$ cat config.mk
export PLATFORM = sky130hd
export DESIGN_NAME = ttc_temp_count_thermostat
export DESIGN_NICKNAME = d
export VERILOG_FILES = /design/src/ttc_pkg.sv /design/src/ttc_temp_count_thermostat.sv
export VERILOG_INCLUDE_DIRS = /design/src /design/src/src
export SDC_FILE = /design/constraint.sdc
export NUM_CORES = 1
export LEC_CHECK = 0
export ABC_AREA = 1
export BUFFER_PORTS_ARGS = -buffer_cell sky130_fd_sc_hd__clkbuf_2
export CORE_MARGIN = 2
export CORE_UTILIZATION = 35
export DETAILED_ROUTE_END_ITERATION = 12
export GPL_TIMING_DRIVEN = 0
export HOLD_SLACK_MARGIN = 0.12
export PLACE_DENSITY = 0.48
export SLEW_MARGIN = 20
export SYNTH_ARGS = -nofsm -noshare
export SYNTH_HDL_FRONTEND = slang
export SYNTH_SLANG_ARGS = --single-unit
$ cat constraint.sdc
create_clock -name clock -period 1.95 [get_ports clock]
set_input_delay 0.195 -clock clock [delete_from_list [all_inputs] [get_ports clock]]
set_output_delay 0.195 -clock clock [all_outputs]
set_load 0.02 [all_outputs]
$ cat src/ttc_regs.svh
/*
 constants of the temperature counter and thermostat: register offsets, field
 positions, reset values and measurement counts.
 assumes a plain register port with 4-bit addresses and 16-bit data.
*/
// Contract
// - count low-tc oscillator during high-tc gate window
// - conversion start presets counter and temperature -55
// - counter reaching zero in window increments temperature
// - underflow reloads counter from slope accumulator
// - slope accumulator varies counts per degree
// - result is 9-bit two's complement, half degree
// - span -55 to +125, saturated
// - word encoding 1900h, FF80h, C900h
// - temperature word shifted out msb first
// - one or two bytes, master may stop
// - second byte holds half bit, rest zero
// - counter read returns residual at gate end
// - slope read copies accumulator into count register
// - thermostat updates only when conversion finishes
// - active at or above high, until below low
// - user chooses asserted level of thermostat output
// - polarity 1 active high, 0 active low
// - continuous conversions, or one per start request
// - done reads 1 complete, 0 in progress; in continuous mode the restart clears it as the gate closes, so it stays 0
`ifndef TTC_REGS_SVH
`define TTC_REGS_SVH

// register offsets
`define TTC_ADDR_CONFIG 4'h0
`define TTC_ADDR_HIGH_TRIP 4'h1
`define TTC_ADDR_LOW_TRIP 4'h2
`define TTC_ADDR_TEMP 4'h3
`define TTC_ADDR_COUNT 4'h4
`define TTC_ADDR_COMMAND 4'h5

// configuration fields
`define TTC_CFG_SINGLE 0
`define TTC_CFG_POLARITY 1
`define TTC_CFG_DONE 7

// command fields
`define TTC_CMD_START 0
`define TTC_CMD_SLOPE 1
`define TTC_CMD_STOP 2

// reset values
`define TTC_CFG_SINGLE_RST 1'b0
`define TTC_CFG_POLARITY_RST 1'b1
`define TTC_HIGH_TRIP_RST 9'h050
`define TTC_LOW_TRIP_RST 9'h03C

// measurement values, temperature in half degrees
`define TTC_TEMP_MIN 9'h192
`define TTC_TEMP_MAX 9'h0FA
`define TTC_BASE_COUNT 16'h0100
`define TTC_SLOPE_BASE 16'h0040
`define TTC_SLOPE_STEP 16'h0001
`define TTC_GATE_EDGES 8'h40

`endif

$ cat src/ttc_pkg.sv
/*
 types of the temperature counter and thermostat.
 assumes nothing of its surroundings.
*/
package ttc_pkg;
   typedef enum logic {TTC_IDLE, TTC_CONV} ttc_state_t;
   typedef logic signed [8:0] ttc_temp_t;
endpackage

$ cat src/ttc_temp_count_thermostat.sv
/*
 temperature counter, slope accumulator, thermostat and register port.
 assumes both oscillators arrive as asynchronous levels and that the register
 master keeps strobes one cycle long and never both at once.
*/
// Local design decisions: the address map and strobed register access.
`timescale 1ns/1ps
`include "ttc_regs.svh"

module ttc_temp_count_thermostat
   import ttc_pkg::*;
(
   input wire logic clock,
   input wire logic srst,
   input wire logic lowTcOsc,
   input wire logic highTcOsc,
   input wire logic [3:0] addr,
   input wire logic [15:0] wrData,
   input wire logic wrStrobe,
   input wire logic rdStrobe,
   output logic [15:0] rdData,
   input wire logic serLoad,
   input wire logic serShift,
   output logic serBit,
   output logic thermostatOut
);

   // ---------------------------------------------------------------
   // oscillator synchronisers and edge detection
   // ---------------------------------------------------------------
   logic lowMeta, lowSync, lowLast;
   logic highMeta, highSync, highLast;

   always_ff @(posedge clock) begin
      if (srst) begin
         lowMeta <= 1'b0;
         lowSync <= 1'b0;
         lowLast <= 1'b0;
         highMeta <= 1'b0;
         highSync <= 1'b0;
         highLast <= 1'b0;
      end else begin
         lowMeta <= lowTcOsc;
         lowSync <= lowMeta;
         lowLast <= lowSync;
         highMeta <= highTcOsc;
         highSync <= highMeta;
         highLast <= highSync;
      end
   end

   wire fastEdge = lowSync & ~lowLast;
   wire gateEdge = highSync & ~highLast;

   // ---------------------------------------------------------------
   // register decode
   // ---------------------------------------------------------------
   logic singleMode, outPolarity;
   ttc_temp_t highTrip, lowTrip;

   wire wrConfig = wrStrobe && (addr == `TTC_ADDR_CONFIG);
   wire wrHigh = wrStrobe && (addr == `TTC_ADDR_HIGH_TRIP);
   wire wrLow = wrStrobe && (addr == `TTC_ADDR_LOW_TRIP);
   wire wrCmd = wrStrobe && (addr == `TTC_ADDR_COMMAND);
   wire startCmd = wrCmd && wrData[`TTC_CMD_START];
   wire slopeCmd = wrCmd && wrData[`TTC_CMD_SLOPE];
   wire stopCmd = wrCmd && wrData[`TTC_CMD_STOP];

   always_ff @(posedge clock) begin
      if (srst) begin
         singleMode <= `TTC_CFG_SINGLE_RST;
         outPolarity <= `TTC_CFG_POLARITY_RST;
         highTrip <= `TTC_HIGH_TRIP_RST;
         lowTrip <= `TTC_LOW_TRIP_RST;
      end else begin
         if (wrConfig) begin
            singleMode <= wrData[`TTC_CFG_SINGLE];
            outPolarity <= wrData[`TTC_CFG_POLARITY];
         end
         if (wrHigh) begin
            highTrip <= wrData[8:0];
         end
         if (wrLow) begin
            lowTrip <= wrData[8:0];
         end
      end
   end

   // ---------------------------------------------------------------
   // conversion engine
   // ---------------------------------------------------------------
   ttc_state_t state;
   logic [15:0] downCount, slopeAcc, countReg;
   logic [7:0] gateCount;
   ttc_temp_t tempAcc, tempOut;
   logic convDone, thermoActive;

   wire inConv = (state == TTC_CONV);
   wire beginConv = (state == TTC_IDLE) && !stopCmd && (startCmd || !singleMode);
   wire gateClose = inConv && gateEdge && (gateCount == `TTC_GATE_EDGES - 8'h01);
   wire underflow = inConv && !gateClose && fastEdge && (downCount == 16'h0001);
   wire atMax = (tempAcc == `TTC_TEMP_MAX);
   wire [15:0] nextSlope = slopeAcc + `TTC_SLOPE_STEP;
   wire restart = gateClose && !singleMode && !stopCmd;

   always_ff @(posedge clock) begin
      if (srst) begin
         state <= TTC_IDLE;
         downCount <= `TTC_BASE_COUNT;
         slopeAcc <= `TTC_SLOPE_BASE;
         gateCount <= 8'h00;
         tempAcc <= `TTC_TEMP_MIN;
      end else if (beginConv || restart) begin
         state <= TTC_CONV;
         downCount <= `TTC_BASE_COUNT;
         tempAcc <= `TTC_TEMP_MIN;
         slopeAcc <= `TTC_SLOPE_BASE;
         gateCount <= 8'h00;
      end else if (gateClose || (inConv && stopCmd)) begin
         state <= TTC_IDLE;
      end else if (inConv) begin
         if (gateEdge) begin
            gateCount <= gateCount + 8'h01;
         end
         if (underflow) begin
            slopeAcc <= nextSlope;
            downCount <= nextSlope;
            if (!atMax) begin
               tempAcc <= tempAcc + 9'sh001;
            end
         end else if (fastEdge) begin
            downCount <= downCount - 16'h0001;
         end
      end
   end

   // ---------------------------------------------------------------
   // results, done flag and thermostat
   // ---------------------------------------------------------------
   always_ff @(posedge clock) begin
      if (srst) begin
         tempOut <= `TTC_TEMP_MIN;
         countReg <= 16'h0000;
         convDone <= 1'b0;
         thermoActive <= 1'b0;
         thermostatOut <= ~`TTC_CFG_POLARITY_RST;
      end else begin
         if (gateClose) begin
            tempOut <= tempAcc;
            countReg <= downCount;
            if (tempAcc >= highTrip) begin
               thermoActive <= 1'b1;
            end else if (tempAcc < lowTrip) begin
               thermoActive <= 1'b0;
            end
         end else if (slopeCmd) begin
            countReg <= slopeAcc;
         end
         if (beginConv || restart) begin
            convDone <= 1'b0;
         end else if (gateClose) begin
            convDone <= 1'b1;
         end
         thermostatOut <= outPolarity ? thermoActive : ~thermoActive;
      end
   end

   // ---------------------------------------------------------------
   // temperature word and serial shifter
   // ---------------------------------------------------------------
   wire [15:0] tempWord = {tempOut[8:1], tempOut[0], 7'h00};
   logic [15:0] serShiftReg;

   always_ff @(posedge clock) begin
      if (srst) begin
         serShiftReg <= 16'h0000;
      end else if (serLoad) begin
         serShiftReg <= tempWord;
      end else if (serShift) begin
         serShiftReg <= {serShiftReg[14:0], 1'b0};
      end
   end

   assign serBit = serShiftReg[15];

   // ---------------------------------------------------------------
   // register read port
   // ---------------------------------------------------------------
   wire [15:0] configWord = {8'h00, convDone, 5'h00, outPolarity, singleMode};
   wire [15:0] rdMux =
      (addr == `TTC_ADDR_CONFIG) ? configWord :
      (addr == `TTC_ADDR_HIGH_TRIP) ? {{7{highTrip[8]}}, highTrip} :
      (addr == `TTC_ADDR_LOW_TRIP) ? {{7{lowTrip[8]}}, lowTrip} :
      (addr == `TTC_ADDR_TEMP) ? tempWord :
      (addr == `TTC_ADDR_COUNT) ? countReg :
      16'h0000;

   always_ff @(posedge clock) begin
      if (srst) begin
         rdData <= 16'h0000;
      end else begin
         rdData <= rdStrobe ? rdMux : 16'h0000;
      end
   end

   // ---------------------------------------------------------------
   // assertions
   // ---------------------------------------------------------------
   property p_preset;
      @(posedge clock) disable iff (srst)
      (beginConv || restart) |=> (downCount == `TTC_BASE_COUNT) && (tempAcc == `TTC_TEMP_MIN);
   endproperty
   a_preset: assert property (p_preset) else $error("conversion preset wrong");

   property p_increment;
      @(posedge clock) disable iff (srst)
      (underflow && !atMax && !stopCmd) |=> tempAcc == $past(tempAcc) + 9'sh001;
   endproperty
   a_increment: assert property (p_increment) else $error("temperature not stepped");

   property p_reload;
      @(posedge clock) disable iff (srst)
      (underflow && !stopCmd) |=> (downCount == slopeAcc) && (slopeAcc != $past(slopeAcc));
   endproperty
   a_reload: assert property (p_reload) else $error("counter not reloaded from slope");

   property p_slope;
      @(posedge clock) disable iff (srst)
      (underflow && !stopCmd) |=> slopeAcc == $past(slopeAcc) + `TTC_SLOPE_STEP;
   endproperty
   a_slope: assert property (p_slope) else $error("slope accumulator not advanced");

   property p_span;
      @(posedge clock) disable iff (srst)
      (tempAcc >= $signed(`TTC_TEMP_MIN)) && (tempAcc <= $signed(`TTC_TEMP_MAX));
   endproperty
   a_span: assert property (p_span) else $error("temperature outside span");

   property p_word;
      @(posedge clock) disable iff (srst)
      (tempWord[6:0] == 7'h00) && (tempWord[15:7] == tempOut);
   endproperty
   a_word: assert property (p_word) else $error("temperature word malformed");

   property p_residual;
      @(posedge clock) disable iff (srst)
      gateClose |=> (countReg == $past(downCount)) && (tempOut == $past(tempAcc));
   endproperty
   a_residual: assert property (p_residual) else $error("residual or result not latched");

   property p_slope_read;
      @(posedge clock) disable iff (srst)
      (slopeCmd && !gateClose) |=> countReg == $past(slopeAcc);
   endproperty
   a_slope_read: assert property (p_slope_read) else $error("slope not copied");

   property p_thermo_only_at_end;
      @(posedge clock) disable iff (srst)
      !gateClose |=> $stable(thermoActive);
   endproperty
   a_thermo_only_at_end: assert property (p_thermo_only_at_end) else $error("moved");

   property p_thermo_trip;
      @(posedge clock) disable iff (srst)
      (gateClose && (tempAcc >= highTrip)) |=> thermoActive;
   endproperty
   a_thermo_trip: assert property (p_thermo_trip) else $error("high trip missed");

   property p_polarity;
      @(posedge clock) disable iff (srst)
      ##1 thermostatOut == ($past(outPolarity) ? $past(thermoActive) : !$past(thermoActive));
   endproperty
   a_polarity: assert property (p_polarity) else $error("thermostat level wrong");

   property p_single;
      @(posedge clock) disable iff (srst)
      (gateClose && singleMode) |=> (state == TTC_IDLE) ##1 (inConv == $past(startCmd));
   endproperty
   a_single: assert property (p_single) else $error("single conversion mode broken");

   property p_done;
      @(posedge clock) disable iff (srst)
      (inConv && !$past(gateClose)) |-> !convDone;
   endproperty
   a_done: assert property (p_done) else $error("done high during conversion");

   property p_msb_first;
      @(posedge clock) disable iff (srst)
      serLoad |=> (serBit == $past(tempWord[15])) ##0 (serShiftReg == $past(tempWord));
   endproperty
   a_msb_first: assert property (p_msb_first) else $error("serial word not msb first");

   property p_read_once;
      @(posedge clock) disable iff (srst)
      !rdStrobe |=> rdData == 16'h0000;
   endproperty
   a_read_once: assert property (p_read_once) else $error("read data outside its cycle");

   property p_gate_count;
      @(posedge clock) disable iff (srst)
      (inConv && gateEdge && !gateClose && !stopCmd) |=> gateCount == $past(gateCount) + 8'h01;
   endproperty
   a_gate_count: assert property (p_gate_count) else $error("gate edge not counted");

   property p_count_down;
      @(posedge clock) disable iff (srst)
      (inConv && fastEdge && !underflow && !gateClose && !stopCmd)
         |=> downCount == $past(downCount) - 16'h0001;
   endproperty
   a_count_down: assert property (p_count_down) else $error("counter not decremented");

   property p_thermo_release;
      @(posedge clock) disable iff (srst)
      (gateClose && (tempAcc < lowTrip) && (tempAcc < highTrip)) |=> !thermoActive;
   endproperty
   a_thermo_release: assert property (p_thermo_release) else $error("low trip missed");

   property p_thermo_hold;
      @(posedge clock) disable iff (srst)
      (gateClose && (tempAcc >= lowTrip) && (tempAcc < highTrip)) |=> $stable(thermoActive);
   endproperty
   a_thermo_hold: assert property (p_thermo_hold) else $error("hysteresis broken");

   property p_restart;
      @(posedge clock) disable iff (srst)
      (gateClose && !singleMode && !stopCmd) |=> inConv && (gateCount == 8'h00) && !convDone;
   endproperty
   a_restart: assert property (p_restart) else $error("continuous mode stalled");

   property p_done_set;
      @(posedge clock) disable iff (srst)
      (gateClose && singleMode) |=> convDone;
   endproperty
   a_done_set: assert property (p_done_set) else $error("done not set");

   property p_config_write;
      @(posedge clock) disable iff (srst)
      wrConfig |=> (outPolarity == $past(wrData[`TTC_CFG_POLARITY]))
         && (singleMode == $past(wrData[`TTC_CFG_SINGLE]));
   endproperty
   a_config_write: assert property (p_config_write) else $error("config write lost");

   c_underflow: cover property (@(posedge clock) disable iff (srst) underflow);
   c_gate_close: cover property (@(posedge clock) disable iff (srst) gateClose ##1 convDone);
   c_trip: cover property (@(posedge clock) disable iff (srst) $rose(thermoActive));
   c_slope_read: cover property (@(posedge clock) disable iff (srst) slopeCmd ##1 rdStrobe);
   c_release: cover property (@(posedge clock) disable iff (srst) $fell(thermoActive));

endmodule // ttc_temp_count_thermostat

* After elaboration in Yosys (flattened, before gate mapping)
Cells that the tools add are included.
Word-level totals: word-level logic and storage cells 99, bits in registers 129
Operators by class: add/subtract/negate cells 4, bitwise logic cells 9, magnitude comparators 2, muxes and demuxes 16, reduce and logical (&&, ||, !) cells 37, equality and inequality tests 8
Operators with widths (count):
- $mux 16 | 10
- $logic_and 1x1->1 | 17
- $add 16x1->16 const B | 1
- $eq 16x1->1 const B | 1
- $sub 16x1->16 const B | 1
- $reduce_bool 2->1 | 5
- $add 9x2->9 const B | 1
- $eq 9x8->1 const B | 1
- $ge 9x9->1 | 1
- $lt 9x9->1 | 1
- $reduce_and 3->1 | 3
- $add 8x1->8 const B | 1
- $eq 4x2->1 const B | 2
- $eq 4x3->1 const B | 2
- $eq 8x6->1 const B | 1
- $mux 8 | 1
- $not 1->1 | 7
- $mux 1 | 5
- $eq 4x1->1 const B | 1
- $logic_not 4->1 | 1
- $reduce_and 4->1 | 1
- $reduce_or 2->1 | 2
- $logic_not 1->1 | 3
- $logic_or 1x1->1 | 3
- 3 further kinds | 4

* Logic depth before layout (Yosys ltp)
Gate-level depths: netlist of the first run.
word-level depth 10, depth in mapped cells 13

* Worst setup path after synthesis of the first run
OpenSTA, ideal clock, no wires.
path kind reg2reg, from register gateCount[0], to register gateCount[0], required time 1835 ps, library setup time 115 ps, arrival 1600 ps, period minus slack after synthesis 1714 ps, path slack 236 ps, stages on the path, launching flop included 12, cell sequence dfxtp_1 > ha_1 > inv_1 > nor2_1 > nand3_2 > buf_6 > nand2_2 > nand3_2 > nand2_2 > buf_6 > buf_6 > nor2_1
On the way: cells in the longest elaborated chain, start to end 6, elaborated cells on any way between the ends 10, those cells by class add/sub: 1; eq/ne: 1; bitwise: 1; reduce/logical: 7
Ends and longest elaborated chain:
- start, declared | RTL line ttc_temp_count_thermostat.sv:94 | logic [7:0] gateCount;
- start signal, assigned | RTL line ttc_temp_count_thermostat.sv:123 | gateCount <= gateCount + 8'h01;
- $eq 8x6->1 | RTL line ttc_temp_count_thermostat.sv:100 | wire gateClose = inConv && gateEdge && (gateCount == `TTC_GATE_EDGES - 8'h01);
- $logic_and 1x1->1 | RTL line ttc_temp_count_thermostat.sv:100
- $logic_and 1x1->1 (2 in a row) | RTL line ttc_temp_count_thermostat.sv:104 | wire restart = gateClose && !singleMode && !stopCmd;
- $logic_or 1x1->1 | RTL line ttc_temp_count_thermostat.sv:113 | end else if (beginConv || restart) begin
- $reduce_or 2->1 (no source line)
Several ways; a longest one is shown, not always the timed one. A chain may end at the register's enable or synchronous reset.

* Worst setup path in the final report of the first run
from register downCount[1], to register slopeAcc[7]
On the way: cells in the longest elaborated chain, start to end 3
Ends and longest elaborated chain:
- start, declared | RTL line ttc_temp_count_thermostat.sv:93 | logic [15:0] downCount, slopeAcc, countReg;
- start signal, assigned | RTL line ttc_temp_count_thermostat.sv:109 | downCount <= `TTC_BASE_COUNT;
- start signal, assigned | RTL line ttc_temp_count_thermostat.sv:115 | downCount <= `TTC_BASE_COUNT;
- start signal, assigned | RTL line ttc_temp_count_thermostat.sv:127 | downCount <= nextSlope;
- $eq 16x1->1 | RTL line ttc_temp_count_thermostat.sv:101 | wire underflow = inConv && !gateClose && fastEdge && (downCount == 16'h0001);
- $logic_and 1x1->1 | RTL line ttc_temp_count_thermostat.sv:101
- $reduce_and 3->1 (no source line)
- end signal, assigned | RTL line ttc_temp_count_thermostat.sv:110 | slopeAcc <= `TTC_SLOPE_BASE;
- end signal, assigned | RTL line ttc_temp_count_thermostat.sv:117 | slopeAcc <= `TTC_SLOPE_BASE;
- end signal, assigned | RTL line ttc_temp_count_thermostat.sv:126 | slopeAcc <= nextSlope;
- end, declared | RTL line ttc_temp_count_thermostat.sv:93
Every way passes these cells.

==> flow_summary.html, run 1 <==
<table>
<tr><th>Metric</th><th>Value</th></tr>
<tr><th colspan="2">Yosys</th></tr>
<tr><td>Avg Inst Size Synth</td><td>6.98 um^2</td></tr>
<tr><td>Synth top area cells</td><td>dfxtp_1 (38%), nand2_1 (12%), inv_1 (6.8%)</td></tr>
<tr><td>Flip-flop cell with the highest count after synthesis</td><td>dfxtp_1</td></tr>
<tr><td>Simple logic cell fraction of the synthesized area</td><td>27.8%</td></tr>
<tr><td>Share of the yosys chip area belonging to registers</td><td>38.4%</td></tr>
<tr><td>Cell area after synthesis</td><td>6730 um^2</td></tr>
<tr><td>Flops &amp; latches, synth</td><td>129</td></tr>
<tr><td>Async SR Flop Fraction</td><td>0%</td></tr>
<tr><td>Syn Nets</td><td>1015</td></tr>
<tr><td>Parity-gate share of the synthesized area counting xor and xnor cells</td><td>4.03%</td></tr>
<tr><td>Cell type with the highest aggregate area in the netlist</td><td>dfxtp_1</td></tr>
<tr><td>Share of cell area taken by muxes after synthesis</td><td>0%</td></tr>
<tr><td>Compound-Gate Fraction of Synth Area</td><td>15.8%</td></tr>
<tr><td>Synthesis warning total</td><td>0</td></tr>
<tr><td>Top cell type's share of synthesized area</td><td>38.4%</td></tr>
<tr><td>Arithmetic-cell share of the synthesized area counting full adders, half adders and majority gates</td><td>4.28%</td></tr>
<tr><td>Combinational family with the most area after synthesis</td><td>simple AND/OR/NAND/NOR gates</td></tr>
<tr><td>Number of enable flip-flop cells after synthesis</td><td>0</td></tr>
<tr><td>Number of library cell types mapped by synthesis</td><td>37</td></tr>
<tr><td>Mapped Cells</td><td>964</td></tr>
<tr><th colspan="2">Pwr</th></tr>
<tr><td>Worst vdd ir</td><td>0.676 mV</td></tr>
<tr><td>Static Leak</td><td>3.52 nW</td></tr>
<tr><td>Pwr/cell area</td><td>771 nW/um^2</td></tr>
<tr><th colspan="2">Final layout</th></tr>
<tr><td>Antenna cells</td><td>0</td></tr>
<tr><td>Layout Nets</td><td>1097</td></tr>
<tr><td>Share of layout cells above drive strength 1</td><td>12.9%</td></tr>
<tr><td>Sequential standard cell area</td><td>2590 um^2</td></tr>
<tr><td>Design area</td><td>8180 um^2</td></tr>
<tr><td>Area growth, synth to finish</td><td>21.5%</td></tr>
<tr><td>Number of fillers in the final layout</td><td>1979</td></tr>
<tr><td>Post-route non-filler standard cell count</td><td>1293</td></tr>
<tr><td>Area of the multi-input gates</td><td>3570 um^2</td></tr>
<tr><th colspan="2">Timing</th></tr>
<tr><td>Total count of hold-check failures in the final report</td><td>0</td></tr>
<tr><td>Final setup TNS</td><td>0 ps</td></tr>
<tr><td>Time the final worst path needs with I/O delays and setup</td><td>1890 ps</td></tr>
<tr><td>Worst slew margin relative to its limit</td><td>55.8%</td></tr>
<tr><td>Final worst hold slack</td><td>198 ps</td></tr>
<tr><td>Final clock skew</td><td>13.6 ps</td></tr>
<tr><td>Setup WS post-layout</td><td>60.8 ps</td></tr>
<tr><td>Count of final max-slew check failures</td><td>0</td></tr>
<tr><td>Setup-violating endpoint count in the final report</td><td>0</td></tr>
<tr><td>Final clock period utilization by the worst path</td><td>96.9%</td></tr>
<tr><td>Unrepaired setup endpoints after global routing</td><td>yes</td></tr>
<tr><td>Transition time of the tightest slew-check pin</td><td>663 ps</td></tr>
<tr><td>Fmax</td><td>0.529 GHz</td></tr>
<tr><th colspan="2">Routing</th></tr>
<tr><td>Post-detailed-route via-to-cell ratio</td><td>4.96</td></tr>
<tr><td>DRT Wirelength</td><td>21000 um</td></tr>
<tr><td>Final routed wire length divided by cell count</td><td>16.2 um</td></tr>
<tr><td>Total DRC errors in the routed layout</td><td>0</td></tr>
<tr><td>Remaining antenna violation count</td><td>0</td></tr>
<tr><td>Total number of vias</td><td>6416</td></tr>
<tr><td>Starting DRC count in detailed routing</td><td>494</td></tr>
<tr><td>Router iterations before antenna repair</td><td>5</td></tr>
<tr><th colspan="2">Critical path</th></tr>
<tr><td>Type of the worst setup path</td><td>flop to flop</td></tr>
<tr><td>Length in cells of the worst reg-to-reg path</td><td>12</td></tr>
<tr><td>Required @ worst endpoint</td><td>2270 ps</td></tr>
<tr><td>CP max FO</td><td>10</td></tr>
<tr><td>Crit start category</td><td>flop</td></tr>
<tr><td>Data arrival at the endpoint of the critical path</td><td>2210 ps</td></tr>
<tr><td>Reg-to-reg startpoint</td><td>downCount[1]$_SDFFE_PP0P_</td></tr>
<tr><td>R2R setup slack</td><td>60 ps</td></tr>
<tr><td>Terminus of the critical flop-to-flop path</td><td>slopeAcc[7]$_SDFFE_PP0P_</td></tr>
<tr><td>Crit path capture type</td><td>flop</td></tr>
<tr><th colspan="2">Die</th></tr>
<tr><td>Initial Utilization</td><td>35.9%</td></tr>
<tr><td>Die span in y</td><td>143 um</td></tr>
<tr><td>Die extent in x</td><td>143 um</td></tr>
<tr><td>Io pins</td><td>46</td></tr>
<tr><td>Core Box Area</td><td>18800 um^2</td></tr>
<tr><td>Full die area</td><td>20400 um^2</td></tr>
<tr><td>Number of rows in the core area</td><td>50</td></tr>
<tr><th colspan="2">Min path</th></tr>
<tr><td>WHS Path Cells</td><td>4</td></tr>
<tr><td>Terminating pin of the worst hold path</td><td>singleMode$_SDFFE_PP0P_</td></tr>
<tr><td>Hold Crit Start</td><td>wrStrobe</td></tr>
<tr><td>Worst hold path class</td><td>primary input to flop</td></tr>
<tr><th colspan="2">CTS</th></tr>
<tr><td># H-tree levels</td><td>4</td></tr>
<tr><td>Clk_lat worst skew</td><td>440 ps</td></tr>
<tr><td>Number of buffers added by the clock tree synthesis step</td><td>17</td></tr>
<tr><td>Clock slew at reported path FFs</td><td>70 ps</td></tr>
<tr><td>Number of clock sinks</td><td>129</td></tr>
<tr><td>Number of buffers on the longest clock path</td><td>2</td></tr>
<tr><td>Clock root buffer</td><td>clkbuf_16</td></tr>
<tr><td>TritonCTS clock tree</td><td>done</td></tr>
<tr><th colspan="2">Placement</th></tr>
<tr><td>Placement Cell Area</td><td>7200 um^2</td></tr>
<tr><td>Input/output buffers</td><td>36</td></tr>
<tr><td>Final GP Congestion</td><td>0.877</td></tr>
<tr><td>Post-DP HPWL</td><td>15800 um</td></tr>
<tr><td>Number of instances in the placed design</td><td>1234</td></tr>
<tr><td>Worst slack at placement</td><td>-195 ps</td></tr>
<tr><th colspan="2">Job</th></tr>
<tr><td>Reported max-cap violation count</td><td>0</td></tr>
<tr><th colspan="2">Global route</th></tr>
<tr><td>Pin count of the biggest net entering global routing</td><td>17</td></tr>
<tr><td>Total congestion overflow</td><td>0</td></tr>
<tr><td>Via count of the first global-routing pass</td><td>5958</td></tr>
<tr><td>GRT Total Usage</td><td>21.5%</td></tr>
<tr><td>First-pass GRT wire length</td><td>33200 um</td></tr>
<tr><td>Antenna violations before repair</td><td>0</td></tr>
<tr><th colspan="2">Outcome</th></tr>
<tr><td>Status</td><td>completed</td></tr>
</table>
## flip-flops by register name, summed over array words and instances (netlist names), 8 cells and up
| register | flops |
|---|---|
| countReg | 16 |
| lowTrip | 9 |
| slopeAcc | 16 |
| tempAcc | 9 |
| highTrip | 9 |
| rdData | 16 |
| tempOut | 9 |
| serShiftReg | 9 |
| downCount | 16 |
| gateCount | 8 |
## final cells by class
type | count | area share (%)
inverter | 131 | 6.01
tap | 234 | 3.58
sequential | 129 | 31.6
clock buffer | 17 | 5.20
clock inverter | 15 | 2.03
buffer | 26 | 2.37
timing repair buffer | 63 | 5.51
multi-input combinational | 678 | 43.7
## synth_stat cells (6+ instances only)
| library cell | count |
|---|---|
| a21oi_1 | 74 |
| a41oi_1 | 8 |
| buf_6 | 6 |
| clkbuf_1 | 10 |
| dfxtp_1 | 129 |
| ha_1 | 23 |
| inv_1 | 122 |
| nand2_1 | 213 |
| nand3_1 | 64 |
| nand4_1 | 10 |
| nor2_1 | 120 |
| nor2_2 | 10 |
| o211ai_1 | 21 |
| o21ai_0 | 61 |
| o221ai_1 | 7 |
| o22ai_1 | 6 |
| xnor2_1 | 8 |
| xor2_1 | 23 |
## worst max-delay path by stage
stage / start / endpoint / cells past startpoint
final: downCount[1]$_SDFFE_PP0P_ / slopeAcc[7]$_SDFFE_PP0P_ / 12
after global routing: downCount[1]$_SDFFE_PP0P_ / slopeAcc[9]$_SDFFE_PP0P_ / 12
after CTS: gateCount[1]$_SDFFE_PP0P_ / gateCount[0]$_SDFFE_PP0P_ / 11
after detailed placement: gateCount[0]$_SDFFE_PP0P_ / countReg[2]$_SDFFE_PP0P_ / 8
after global placement: gateCount[0]$_SDFFE_PP0P_ / countReg[2]$_SDFFE_PP0P_ / 8
after floorplan: gateCount[0]$_SDFFE_PP0P_ / gateCount[0]$_SDFFE_PP0P_ / 11
## through the flow
step | power [mW] | utilization (%)
final | 6.30 | 43.6
after global routing | 6.53 | 43.6
after CTS | 6.35 | 43.1
after detailed placement | 3.05 | 38.4
after global placement | 3.05 | 38.4
after floorplan | 2.94 | -
## critical path: stages (launching register included)
cell and delay, ps:
dfxtp_1 330, inv_1 110, ha_2 220, inv_1 40
nor2_1 80, nand3_1 70, nor2_1 130, nand2_2 130
nor2_4 170, nand2_4 80, buf_4 180, o21ai_0 160
nor2_1 60
## layer usage
metal	up-vias	global-route usage, %	share of wire [%]
met5	-	0	0
met4	0	6.51	1.7
met3	20	4.26	4.1
met2	163	35.1	46
met1	2918	28.8	48
li1	3315	-	-
## cell usage in the layout (no fill, tap or decap), drive strengths merged, types with 25 or more instances in the layout
cell type  Yosys  routed
buf           16      25
nand3         68      68
nor2         132     132
o21ai         62      62
inv          127     137
clkbuf        10      64
a21oi         75      75
dfxtp        129     129
nand2        220     220
## cells by family (layout without fill, tap and decap cells)
| logic type | Yosys count | after routing |
|---|---|---|
| xor gates and xnor gates | 31 | 31 |
| buffers and inverters | 157 | 252 |
| adders and majority gates | 23 | 23 |
| AOI/OAI and AO/OA | 185 | 185 |
| DFF | 129 | 129 |
| and+or+nand+nor | 439 | 439 |
## power by group
| part | switching (mW) | leakage, nW | internal [mW] | total (mW) |
|---|---|---|---|---|
| sequential | 0.0199 | 1.05 | 2.67 | 2.69 |
| clock | 1.45 | 0.288 | 1.82 | 3.27 |
| combinational | 0.220 | 2.19 | 0.127 | 0.347 |
## repair_timing
item | in CTS | in global routing
buffers inserted | 6 | 4
hold buffers | 17 | 0
gates resized for setup | 16 | 24
pin swaps | 3 | 4
setup endpoints to repair | 62 | 75
endpoints found under the hold margin | 27 | 0
No activity file was read; power rests on OpenSTA's default activity.
==> inputs of run 2 (changes only) <==
==> constraint.sdc (replaced) <==
create_clock -name clock -period 1.91 [get_ports clock]
set_input_delay 0.191 -clock clock [delete_from_list [all_inputs] [get_ports clock]]
set_output_delay 0.191 -clock clock [all_outputs]
set_load 0.02 [all_outputs]
==> run 2 against run 1 <==
Compared with the run above:
- sequential power rose by 2%
- fmax rose by 3.8%
- largest power group unchanged
- non-clock buffer count did not move
- critical path depth did not move
- via count rose by 0.67%
- combinational power rose by 2%
- register-to-register slack improved by 30 ps
- worst hold slack got worse by 4.1 ps
- clock skew fell by 0.76 ps
- wire length rose by 0.88%
==> flow_summary.html, run 2 (synthesis results as in run 1) <==
<table>
<tr><th>Metric</th><th>Value</th></tr>
<tr><th colspan="2">Min path</th></tr>
<tr><td>Worst hold path class</td><td>primary input to flop (unchanged)</td></tr>
<tr><th colspan="2">Placement</th></tr>
<tr><td>Final GP Congestion</td><td>0.877 (unchanged)</td></tr>
<tr><td>Post-DP HPWL</td><td>15800 um (unchanged)</td></tr>
<tr><td>Input/output buffers</td><td>36 (unchanged)</td></tr>
<tr><td>Number of instances in the placed design</td><td>1234 (unchanged)</td></tr>
<tr><td>Worst slack at placement</td><td>-235 ps (was -195 ps)</td></tr>
<tr><th colspan="2">Critical path</th></tr>
<tr><td>Crit path capture type</td><td>flop (unchanged)</td></tr>
<tr><td>Type of the worst setup path</td><td>flop to flop (unchanged)</td></tr>
<tr><td>Required @ worst endpoint</td><td>2280 ps (was 2270 ps)</td></tr>
<tr><td>CP max FO</td><td>5 (was 10)</td></tr>
<tr><td>Data arrival at the endpoint of the critical path</td><td>2190 ps (was 2210 ps)</td></tr>
<tr><td>Crit start category</td><td>flop (unchanged)</td></tr>
<tr><th colspan="2">CTS</th></tr>
<tr><td>Number of clock sinks</td><td>129 (unchanged)</td></tr>
<tr><td>Clock root buffer</td><td>clkbuf_16 (unchanged)</td></tr>
<tr><td># H-tree levels</td><td>4 (unchanged)</td></tr>
<tr><td>Number of buffers on the longest clock path</td><td>2 (unchanged)</td></tr>
<tr><td>Clk_lat worst skew</td><td>440 ps (about the same)</td></tr>
<tr><td>Number of buffers added by the clock tree synthesis step</td><td>17 (unchanged)</td></tr>
<tr><td>TritonCTS clock tree</td><td>done (unchanged)</td></tr>
<tr><td>Clock slew at reported path FFs</td><td>70 ps (about the same)</td></tr>
<tr><th colspan="2">Timing</th></tr>
<tr><td>Count of final max-slew check failures</td><td>0 (unchanged)</td></tr>
<tr><td>Unrepaired setup endpoints after global routing</td><td>no (was yes)</td></tr>
<tr><td>Final setup TNS</td><td>0 ps (unchanged)</td></tr>
<tr><td>Final clock period utilization by the worst path</td><td>95.3% (was 96.9%)</td></tr>
<tr><td>Final clock skew</td><td>12.8 ps (was 13.6 ps)</td></tr>
<tr><td>Final worst hold slack</td><td>194 ps (was 198 ps)</td></tr>
<tr><td>Time the final worst path needs with I/O delays and setup</td><td>1820 ps (was 1890 ps)</td></tr>
<tr><td>Worst slew margin relative to its limit</td><td>56.9% (was 55.8%)</td></tr>
<tr><td>Fmax</td><td>0.550 GHz (was 0.529 GHz)</td></tr>
<tr><td>Setup WS post-layout</td><td>90.6 ps (was 60.8 ps)</td></tr>
<tr><td>Transition time of the tightest slew-check pin</td><td>646 ps (was 663 ps)</td></tr>
<tr><td>Setup-violating endpoint count in the final report</td><td>0 (unchanged)</td></tr>
<tr><td>Total count of hold-check failures in the final report</td><td>0 (unchanged)</td></tr>
<tr><th colspan="2">Final layout</th></tr>
<tr><td>Layout Nets</td><td>1097 (unchanged)</td></tr>
<tr><td>Sequential standard cell area</td><td>2590 um^2 (about the same)</td></tr>
<tr><td>Post-route non-filler standard cell count</td><td>1293 (unchanged)</td></tr>
<tr><td>Area of the multi-input gates</td><td>3630 um^2 (was 3570 um^2)</td></tr>
<tr><td>Most frequent standard cell in the layout excluding fill and tap cells</td><td>nand2_1 (unchanged)</td></tr>
<tr><td>Number of fillers in the final layout</td><td>1979 (unchanged)</td></tr>
<tr><td>Most used cells in the layout excluding fill and tap cells</td><td>nand2_1 (211), dfxtp_1 (121), inv_1 (119), nor2_1 (112), a21oi_1 (74) (was nand2_1 (211), dfxtp_1 (126), inv_1 (121), nor2_1 (117), a21oi_1 (74))</td></tr>
<tr><td>Area growth, synth to finish</td><td>22.5% (was 21.5%)</td></tr>
<tr><td>Antenna cells</td><td>0 (unchanged)</td></tr>
<tr><td>Share of layout cells above drive strength 1</td><td>14.2% (was 12.9%)</td></tr>
<tr><th colspan="2">Routing</th></tr>
<tr><td>Router iterations before antenna repair</td><td>7 (was 5)</td></tr>
<tr><td>Total DRC errors in the routed layout</td><td>0 (unchanged)</td></tr>
<tr><td>Total number of vias</td><td>6459 (was 6416)</td></tr>
<tr><td>DRT Wirelength</td><td>21200 um (was 21000 um)</td></tr>
<tr><td>Post-detailed-route via-to-cell ratio</td><td>5.00 (was 4.96)</td></tr>
<tr><td>Starting DRC count in detailed routing</td><td>432 (was 494)</td></tr>
<tr><td>Final routed wire length divided by cell count</td><td>16.4 um (was 16.2 um)</td></tr>
<tr><td>Remaining antenna violation count</td><td>0 (unchanged)</td></tr>
<tr><th colspan="2">Outcome</th></tr>
<tr><td>Status</td><td>completed (unchanged)</td></tr>
<tr><th colspan="2">Die</th></tr>
<tr><td>Initial Utilization</td><td>35.9% (unchanged)</td></tr>
<tr><td>Die extent in x</td><td>143 um (unchanged)</td></tr>
<tr><td>Core Box Area</td><td>18800 um^2 (unchanged)</td></tr>
<tr><td>Full die area</td><td>20400 um^2 (unchanged)</td></tr>
<tr><td>Die span in y</td><td>143 um (unchanged)</td></tr>
<tr><td>Io pins</td><td>46 (unchanged)</td></tr>
<tr><td>Number of rows in the core area</td><td>50 (unchanged)</td></tr>
<tr><th colspan="2">Global route</th></tr>
<tr><td>Via count of the first global-routing pass</td><td>5928 (was 5958)</td></tr>
<tr><td>Pin count of the biggest net entering global routing</td><td>17 (unchanged)</td></tr>
<tr><td>First-pass GRT wire length</td><td>33000 um (was 33200 um)</td></tr>
<tr><td>GRT Total Usage</td><td>21.4% (was 21.5%)</td></tr>
<tr><td>Total congestion overflow</td><td>0 (unchanged)</td></tr>
<tr><td>Antenna violations before repair</td><td>0 (unchanged)</td></tr>
<tr><th colspan="2">Pwr</th></tr>
<tr><td>Worst vdd ir</td><td>0.699 mV (was 0.676 mV)</td></tr>
<tr><td>Total design power</td><td>6.43 mW (was 6.30 mW)</td></tr>
<tr><td>Static Leak</td><td>3.54 nW (was 3.52 nW)</td></tr>
<tr><td>Pwr/cell area</td><td>780 nW/um^2 (was 771 nW/um^2)</td></tr>
<tr><th colspan="2">Job</th></tr>
<tr><td>Reported max-cap violation count</td><td>0 (unchanged)</td></tr>
</table>
==> run 2: cell types whose count changed in the layout (fill, tap and decap cells not counted), sizes merged <==
cell and change:
clkbuf +2, buf -2
==> run 2: through the flow <==
step / util (%) / area, um^2
global route: 43.9 / 8250
detailed placement: 38.4 / 7200
CTS: 42.9 / 8050
floorplan: - / 6730
global placement: 38.4 / 7200
finish: 43.9 / 8250
==> run 2: layout make-up <==
| cell class | instances | area share (%) |
|---|---|---|
| plain buffers | 26 | 2.32 |
| clock buffers | 17 | 5.16 |
| clock inverters | 15 | 2.02 |
| inverters | 131 | 5.96 |
| multi-input cells | 678 | 44.0 |
| flip-flops and latches | 129 | 31.5 |
| well taps | 234 | 3.55 |
| repair buffers | 63 | 5.52 |
==> run 2: worst max-delay path, cell delays in order (launching register included) <==
cell and delay, ps:
dfxtp_4 360, ha_4 170, inv_2 80, nor2_4 50, nand3_4 100, buf_12 130
nand2_2 70, nor2_4 190, nand2_4 100, nor2_4 180, clkbuf_16 190, nor2_1 40
nor2_1 100
==> run 2: timing repair <==
item | 4_1_cts | 5_1_grt
endpoints found under the hold margin | 29 | 0
pin swaps | 2 | 7
cloned | 0 | 1
buffers inserted | 3 | 6
endpoints found under the setup margin | 66 | 75
hold buffers | 17 | 0
gates resized for setup | 18 | 40
==> run 2: worst paths after layout <==
kind                                                start                   endpoint  slack, ps  depth (start not counted)
worst min register to register        highMeta$_SDFF_PP0_        highSync$_SDFF_PP0_        400                          2
worst max register to register  gateCount[0]$_SDFFE_PP0P_  slopeAcc[10]$_SDFFE_PP0P_         90                         12
worst min-delay path                             wrStrobe    singleMode$_SDFFE_PP0P_        190                          4
worst max-delay path            gateCount[0]$_SDFFE_PP0P_  slopeAcc[10]$_SDFFE_PP0P_         90                         12
==> run 2: layer usage <==
layer / vias up / GRT usage [%] / wire length (um)
li1: 3313 / - / -
met1: 2975 / 28.8 / 10300
met2: 153 / 34.8 / 9710
met3: 18 / 4.26 / 835
met4: 0 / 6.51 / 354
met5: - / 0 / 0
==> run 2: report_power, final <==
group	switching (mW)	total (mW)	internal, mW
clock network	1.47	3.34	1.86
registers	0.0209	2.74	2.72
logic	0.226	0.353	0.128
total	1.72	6.43	4.71
==> inputs of run 3 (changes only) <==
--- a/config.mk
+++ b/config.mk
@@ -14,6 +14,7 @@
 export GPL_TIMING_DRIVEN = 0
 export HOLD_SLACK_MARGIN = 0.12
 export PLACE_DENSITY = 0.48
+export REMOVE_ABC_BUFFERS = 1
 export SLEW_MARGIN = 20
 export SYNTH_ARGS = -nofsm -noshare
 export SYNTH_HDL_FRONTEND = slang
==> run 3 against run 2 <==
Compared with the run above:
- sequential share of layout area shrank 0.28 points
- fmax shrank 0.12%
- cell area grew 0.70%
- critical endpoint is now downCount[14]$_SDFFE_PP0P_
- highest routed layer unchanged
- largest power group unchanged
==> flow_summary.html, run 3 (synthesis results as in run 1) <==
<table>
<tr><th>Metric</th><th>Value</th></tr>
<tr><th colspan="2">Pwr</th></tr>
<tr><td>Total design power</td><td>6.95 mW (was 6.43 mW)</td></tr>
<tr><td>Pwr/cell area</td><td>837 nW/um^2 (was 780 nW/um^2)</td></tr>
<tr><td>Worst vdd ir</td><td>0.530 mV (was 0.699 mV)</td></tr>
<tr><td>Static Leak</td><td>3.52 nW (was 3.54 nW)</td></tr>
<tr><th colspan="2">Critical path</th></tr>
<tr><td>Type of the worst setup path</td><td>flop to flop (unchanged)</td></tr>
<tr><td>Crit path capture type</td><td>flop (unchanged)</td></tr>
<tr><td>Required @ worst endpoint</td><td>2270 ps (was 2280 ps)</td></tr>
<tr><td>Crit start category</td><td>flop (unchanged)</td></tr>
<tr><td>Terminus of the critical flop-to-flop path</td><td>downCount[14]$_SDFFE_PP0P_ (was slopeAcc[10]$_SDFFE_PP0P_)</td></tr>
<tr><td>CP max FO</td><td>5 (unchanged)</td></tr>
<tr><td>Data arrival at the endpoint of the critical path</td><td>2180 ps (was 2190 ps)</td></tr>
<tr><td>Length in cells of the worst reg-to-reg path</td><td>10 (was 12)</td></tr>
<tr><td>R2R setup slack</td><td>90 ps (about the same)</td></tr>
<tr><td>Reg-to-reg startpoint</td><td>downCount[0]$_SDFFE_PP0P_ (was gateCount[0]$_SDFFE_PP0P_)</td></tr>
<tr><th colspan="2">Final layout</th></tr>
<tr><td>Most used cells in the layout excluding fill and tap cells</td><td>nand2_1 (211), dfxtp_1 (125), inv_1 (119), nor2_1 (113), a21oi_1 (74) (was nand2_1 (211), dfxtp_1 (121), inv_1 (119), nor2_1 (112), a21oi_1 (74))</td></tr>
<tr><td>Share of layout cells above drive strength 1</td><td>13.5% (was 14.2%)</td></tr>
<tr><td>Most frequent standard cell in the layout excluding fill and tap cells</td><td>nand2_1 (unchanged)</td></tr>
<tr><td>Antenna cells</td><td>0 (unchanged)</td></tr>
<tr><td>Area growth, synth to finish</td><td>23.3% (was 22.5%)</td></tr>
<tr><td>Design area</td><td>8300 um^2 (was 8250 um^2)</td></tr>
<tr><td>Layout Nets</td><td>1077 (was 1097)</td></tr>
<tr><td>Layout Utilization</td><td>44.2% (was 43.9%)</td></tr>
<tr><th colspan="2">Routing</th></tr>
<tr><td>Total DRC errors in the routed layout</td><td>0 (unchanged)</td></tr>
<tr><td>DRT Wirelength</td><td>20500 um (was 21200 um)</td></tr>
<tr><td>Post-detailed-route via-to-cell ratio</td><td>5.01 (was 5.00)</td></tr>
<tr><td>Final routed wire length divided by cell count</td><td>16.1 um (was 16.4 um)</td></tr>
<tr><td>Starting DRC count in detailed routing</td><td>340 (was 432)</td></tr>
<tr><td>Total number of vias</td><td>6373 (was 6459)</td></tr>
<tr><td>Router iterations before antenna repair</td><td>5 (was 7)</td></tr>
<tr><td>Remaining antenna violation count</td><td>0 (unchanged)</td></tr>
<tr><th colspan="2">Global route</th></tr>
<tr><td>Antenna violations before repair</td><td>0 (unchanged)</td></tr>
<tr><td>Total congestion overflow</td><td>0 (unchanged)</td></tr>
<tr><td>Via count of the first global-routing pass</td><td>6073 (was 5928)</td></tr>
<tr><td>Pin count of the biggest net entering global routing</td><td>54 (was 17)</td></tr>
<tr><td>First-pass GRT wire length</td><td>32500 um (was 33000 um)</td></tr>
<tr><td>GRT Total Usage</td><td>20.8% (was 21.4%)</td></tr>
<tr><th colspan="2">Placement</th></tr>
<tr><td>Final GP Congestion</td><td>0.923 (was 0.877)</td></tr>
<tr><td>Input/output buffers</td><td>38 (was 36)</td></tr>
<tr><td>Placement Cell Area</td><td>7050 um^2 (was 7200 um^2)</td></tr>
<tr><td>Post-DP HPWL</td><td>14000 um (was 15800 um)</td></tr>
<tr><th colspan="2">Min path</th></tr>
<tr><td>Terminating pin of the worst hold path</td><td>serShiftReg[13]$_SDFFE_PP0P_ (was singleMode$_SDFFE_PP0P_)</td></tr>
<tr><td>Hold Crit Start</td><td>serLoad (was wrStrobe)</td></tr>
<tr><td>Worst hold path class</td><td>primary input to flop (unchanged)</td></tr>
<tr><td>WHS Path Cells</td><td>3 (was 4)</td></tr>
<tr><th colspan="2">CTS</th></tr>
<tr><td>Number of clock sinks</td><td>129 (unchanged)</td></tr>
<tr><td># H-tree levels</td><td>4 (unchanged)</td></tr>
<tr><td>TritonCTS clock tree</td><td>done (unchanged)</td></tr>
<tr><td>Number of buffers added by the clock tree synthesis step</td><td>17 (unchanged)</td></tr>
<tr><td>Clock slew at reported path FFs</td><td>60 ps (was 70 ps)</td></tr>
<tr><td>Number of buffers on the longest clock path</td><td>2 (unchanged)</td></tr>
<tr><td>Clock root buffer</td><td>clkbuf_16 (unchanged)</td></tr>
<tr><td>Clk_lat worst skew</td><td>430 ps (was 440 ps)</td></tr>
<tr><th colspan="2">Timing</th></tr>
<tr><td>Transition time of the tightest slew-check pin</td><td>764 ps (was 646 ps)</td></tr>
<tr><td>Time the final worst path needs with I/O delays and setup</td><td>1820 ps (about the same)</td></tr>
<tr><td>Total count of hold-check failures in the final report</td><td>0 (unchanged)</td></tr>
<tr><td>Count of final max-slew check failures</td><td>0 (unchanged)</td></tr>
<tr><td>Final clock skew</td><td>7.91 ps (was 12.8 ps)</td></tr>
<tr><td>Final clock period utilization by the worst path</td><td>95.4% (was 95.3%)</td></tr>
<tr><td>Worst slew margin relative to its limit</td><td>49.0% (was 56.9%)</td></tr>
<tr><td>Setup-violating endpoint count in the final report</td><td>0 (unchanged)</td></tr>
<tr><td>Fmax</td><td>0.549 GHz (was 0.550 GHz)</td></tr>
<tr><td>Final setup TNS</td><td>0 ps (unchanged)</td></tr>
<tr><th colspan="2">Die</th></tr>
<tr><td>Die extent in x</td><td>143 um (unchanged)</td></tr>
<tr><td>Core Box Area</td><td>18800 um^2 (unchanged)</td></tr>
<tr><td>Full die area</td><td>20400 um^2 (unchanged)</td></tr>
<tr><td>Die span in y</td><td>143 um (unchanged)</td></tr>
<tr><td>Io pins</td><td>46 (unchanged)</td></tr>
<tr><td>Number of rows in the core area</td><td>50 (unchanged)</td></tr>
<tr><td>Initial Utilization</td><td>35.9% (unchanged)</td></tr>
<tr><th colspan="2">Outcome</th></tr>
<tr><td>Status</td><td>completed (unchanged)</td></tr>
<tr><th colspan="2">Job</th></tr>
<tr><td>Reported max-cap violation count</td><td>0 (unchanged)</td></tr>
</table>
## run 3: changes by cell type in the layout (fill, tap and decap cells not counted), moves of 5 or more
cell,change
o21ai_0,+6
o21ai_1,-6
clkbuf_1,-10
inv_8,-5
bufinv_16,+5
## run 3: area by class of cell
type                       count  area [um^2]
fill                        2003        10500
tap                          234          293
inverter                     131          499
sequential                   129         2590
multi-input combinational    681         3730
timing repair buffer          66          502
clock buffer                  20          467
clock inverter                12          226
## run 3: worst max-delay path, cell delays in order, from the launching register on
cell and delay, ps:
dfxtp_1 350, inv_1 160, ha_1 210, nand2_1 170
nor2_1 320, nand3_1 130, nand2_1 80, o21ai_0 70
nand2_1 90, nand2_1 50, a21oi_1 120
## run 3: power breakdown
group	switching, mW	internal [mW]
combinational	0.228	0.117
clock	1.29	2.56
sequential	0.0211	2.73
total	1.54	5.40
## run 3: stage by stage
stage | hold WS, ps | setup slack, ps | std cells
CTS | 157 | 2.92 | 1269
floorplan | 260 | -167 | 938
detailed placement | 394 | -1040 | 1210
finish | 165 | 88.4 | 1273
global placement | 395 | -1970 | 1210
global route | 203 | -6.82 | 1273
## run 3: timing repair
| item | 4_1_cts | 5_1_grt |
|---|---|---|
| setup endpoints to repair | 85 | 83 |
| endpoints found under the hold margin | 31 | 0 |
| resized for setup | 28 | 26 |
| setup buffers | 10 | 4 |
| gates cloned | 3 | 0 |
| pin swaps | 6 | 6 |
| hold buffers | 14 | 0 |
## run 3: per-layer routing
metal / vias to the layer above / part of all wire [%] / track usage [%]
met2: 122 / 47 / 35.2
met3: 25 / 4.1 / 3.66
li1: 3280 / - / -
met4: 0 / 1.4 / 5.26
met1: 2946 / 47 / 27.4
met5: - / 0 / 0
## run 3: how the worst max path moves through the flow
| stage | startpoint | to | slack [ps] | depth (start not counted) |
|---|---|---|---|---|
| after floorplan | gateCount[0]$_SDFFE_PP0P_ | downCount[1]$_SDFFE_PP0P_ | -170 | 10 |
| after global placement | srst | downCount[1]$_SDFFE_PP0P_ | -1970 | 6 |
| after detailed placement | srst | downCount[1]$_SDFFE_PP0P_ | -1040 | 6 |
| after CTS | addr[0] | countReg[5]$_SDFFE_PP0P_ | 3 | 9 |
| after global routing | downCount[0]$_SDFFE_PP0P_ | downCount[15]$_SDFFE_PP0P_ | -7 | 10 |
| final | downCount[0]$_SDFFE_PP0P_ | downCount[14]$_SDFFE_PP0P_ | 90 | 10 |
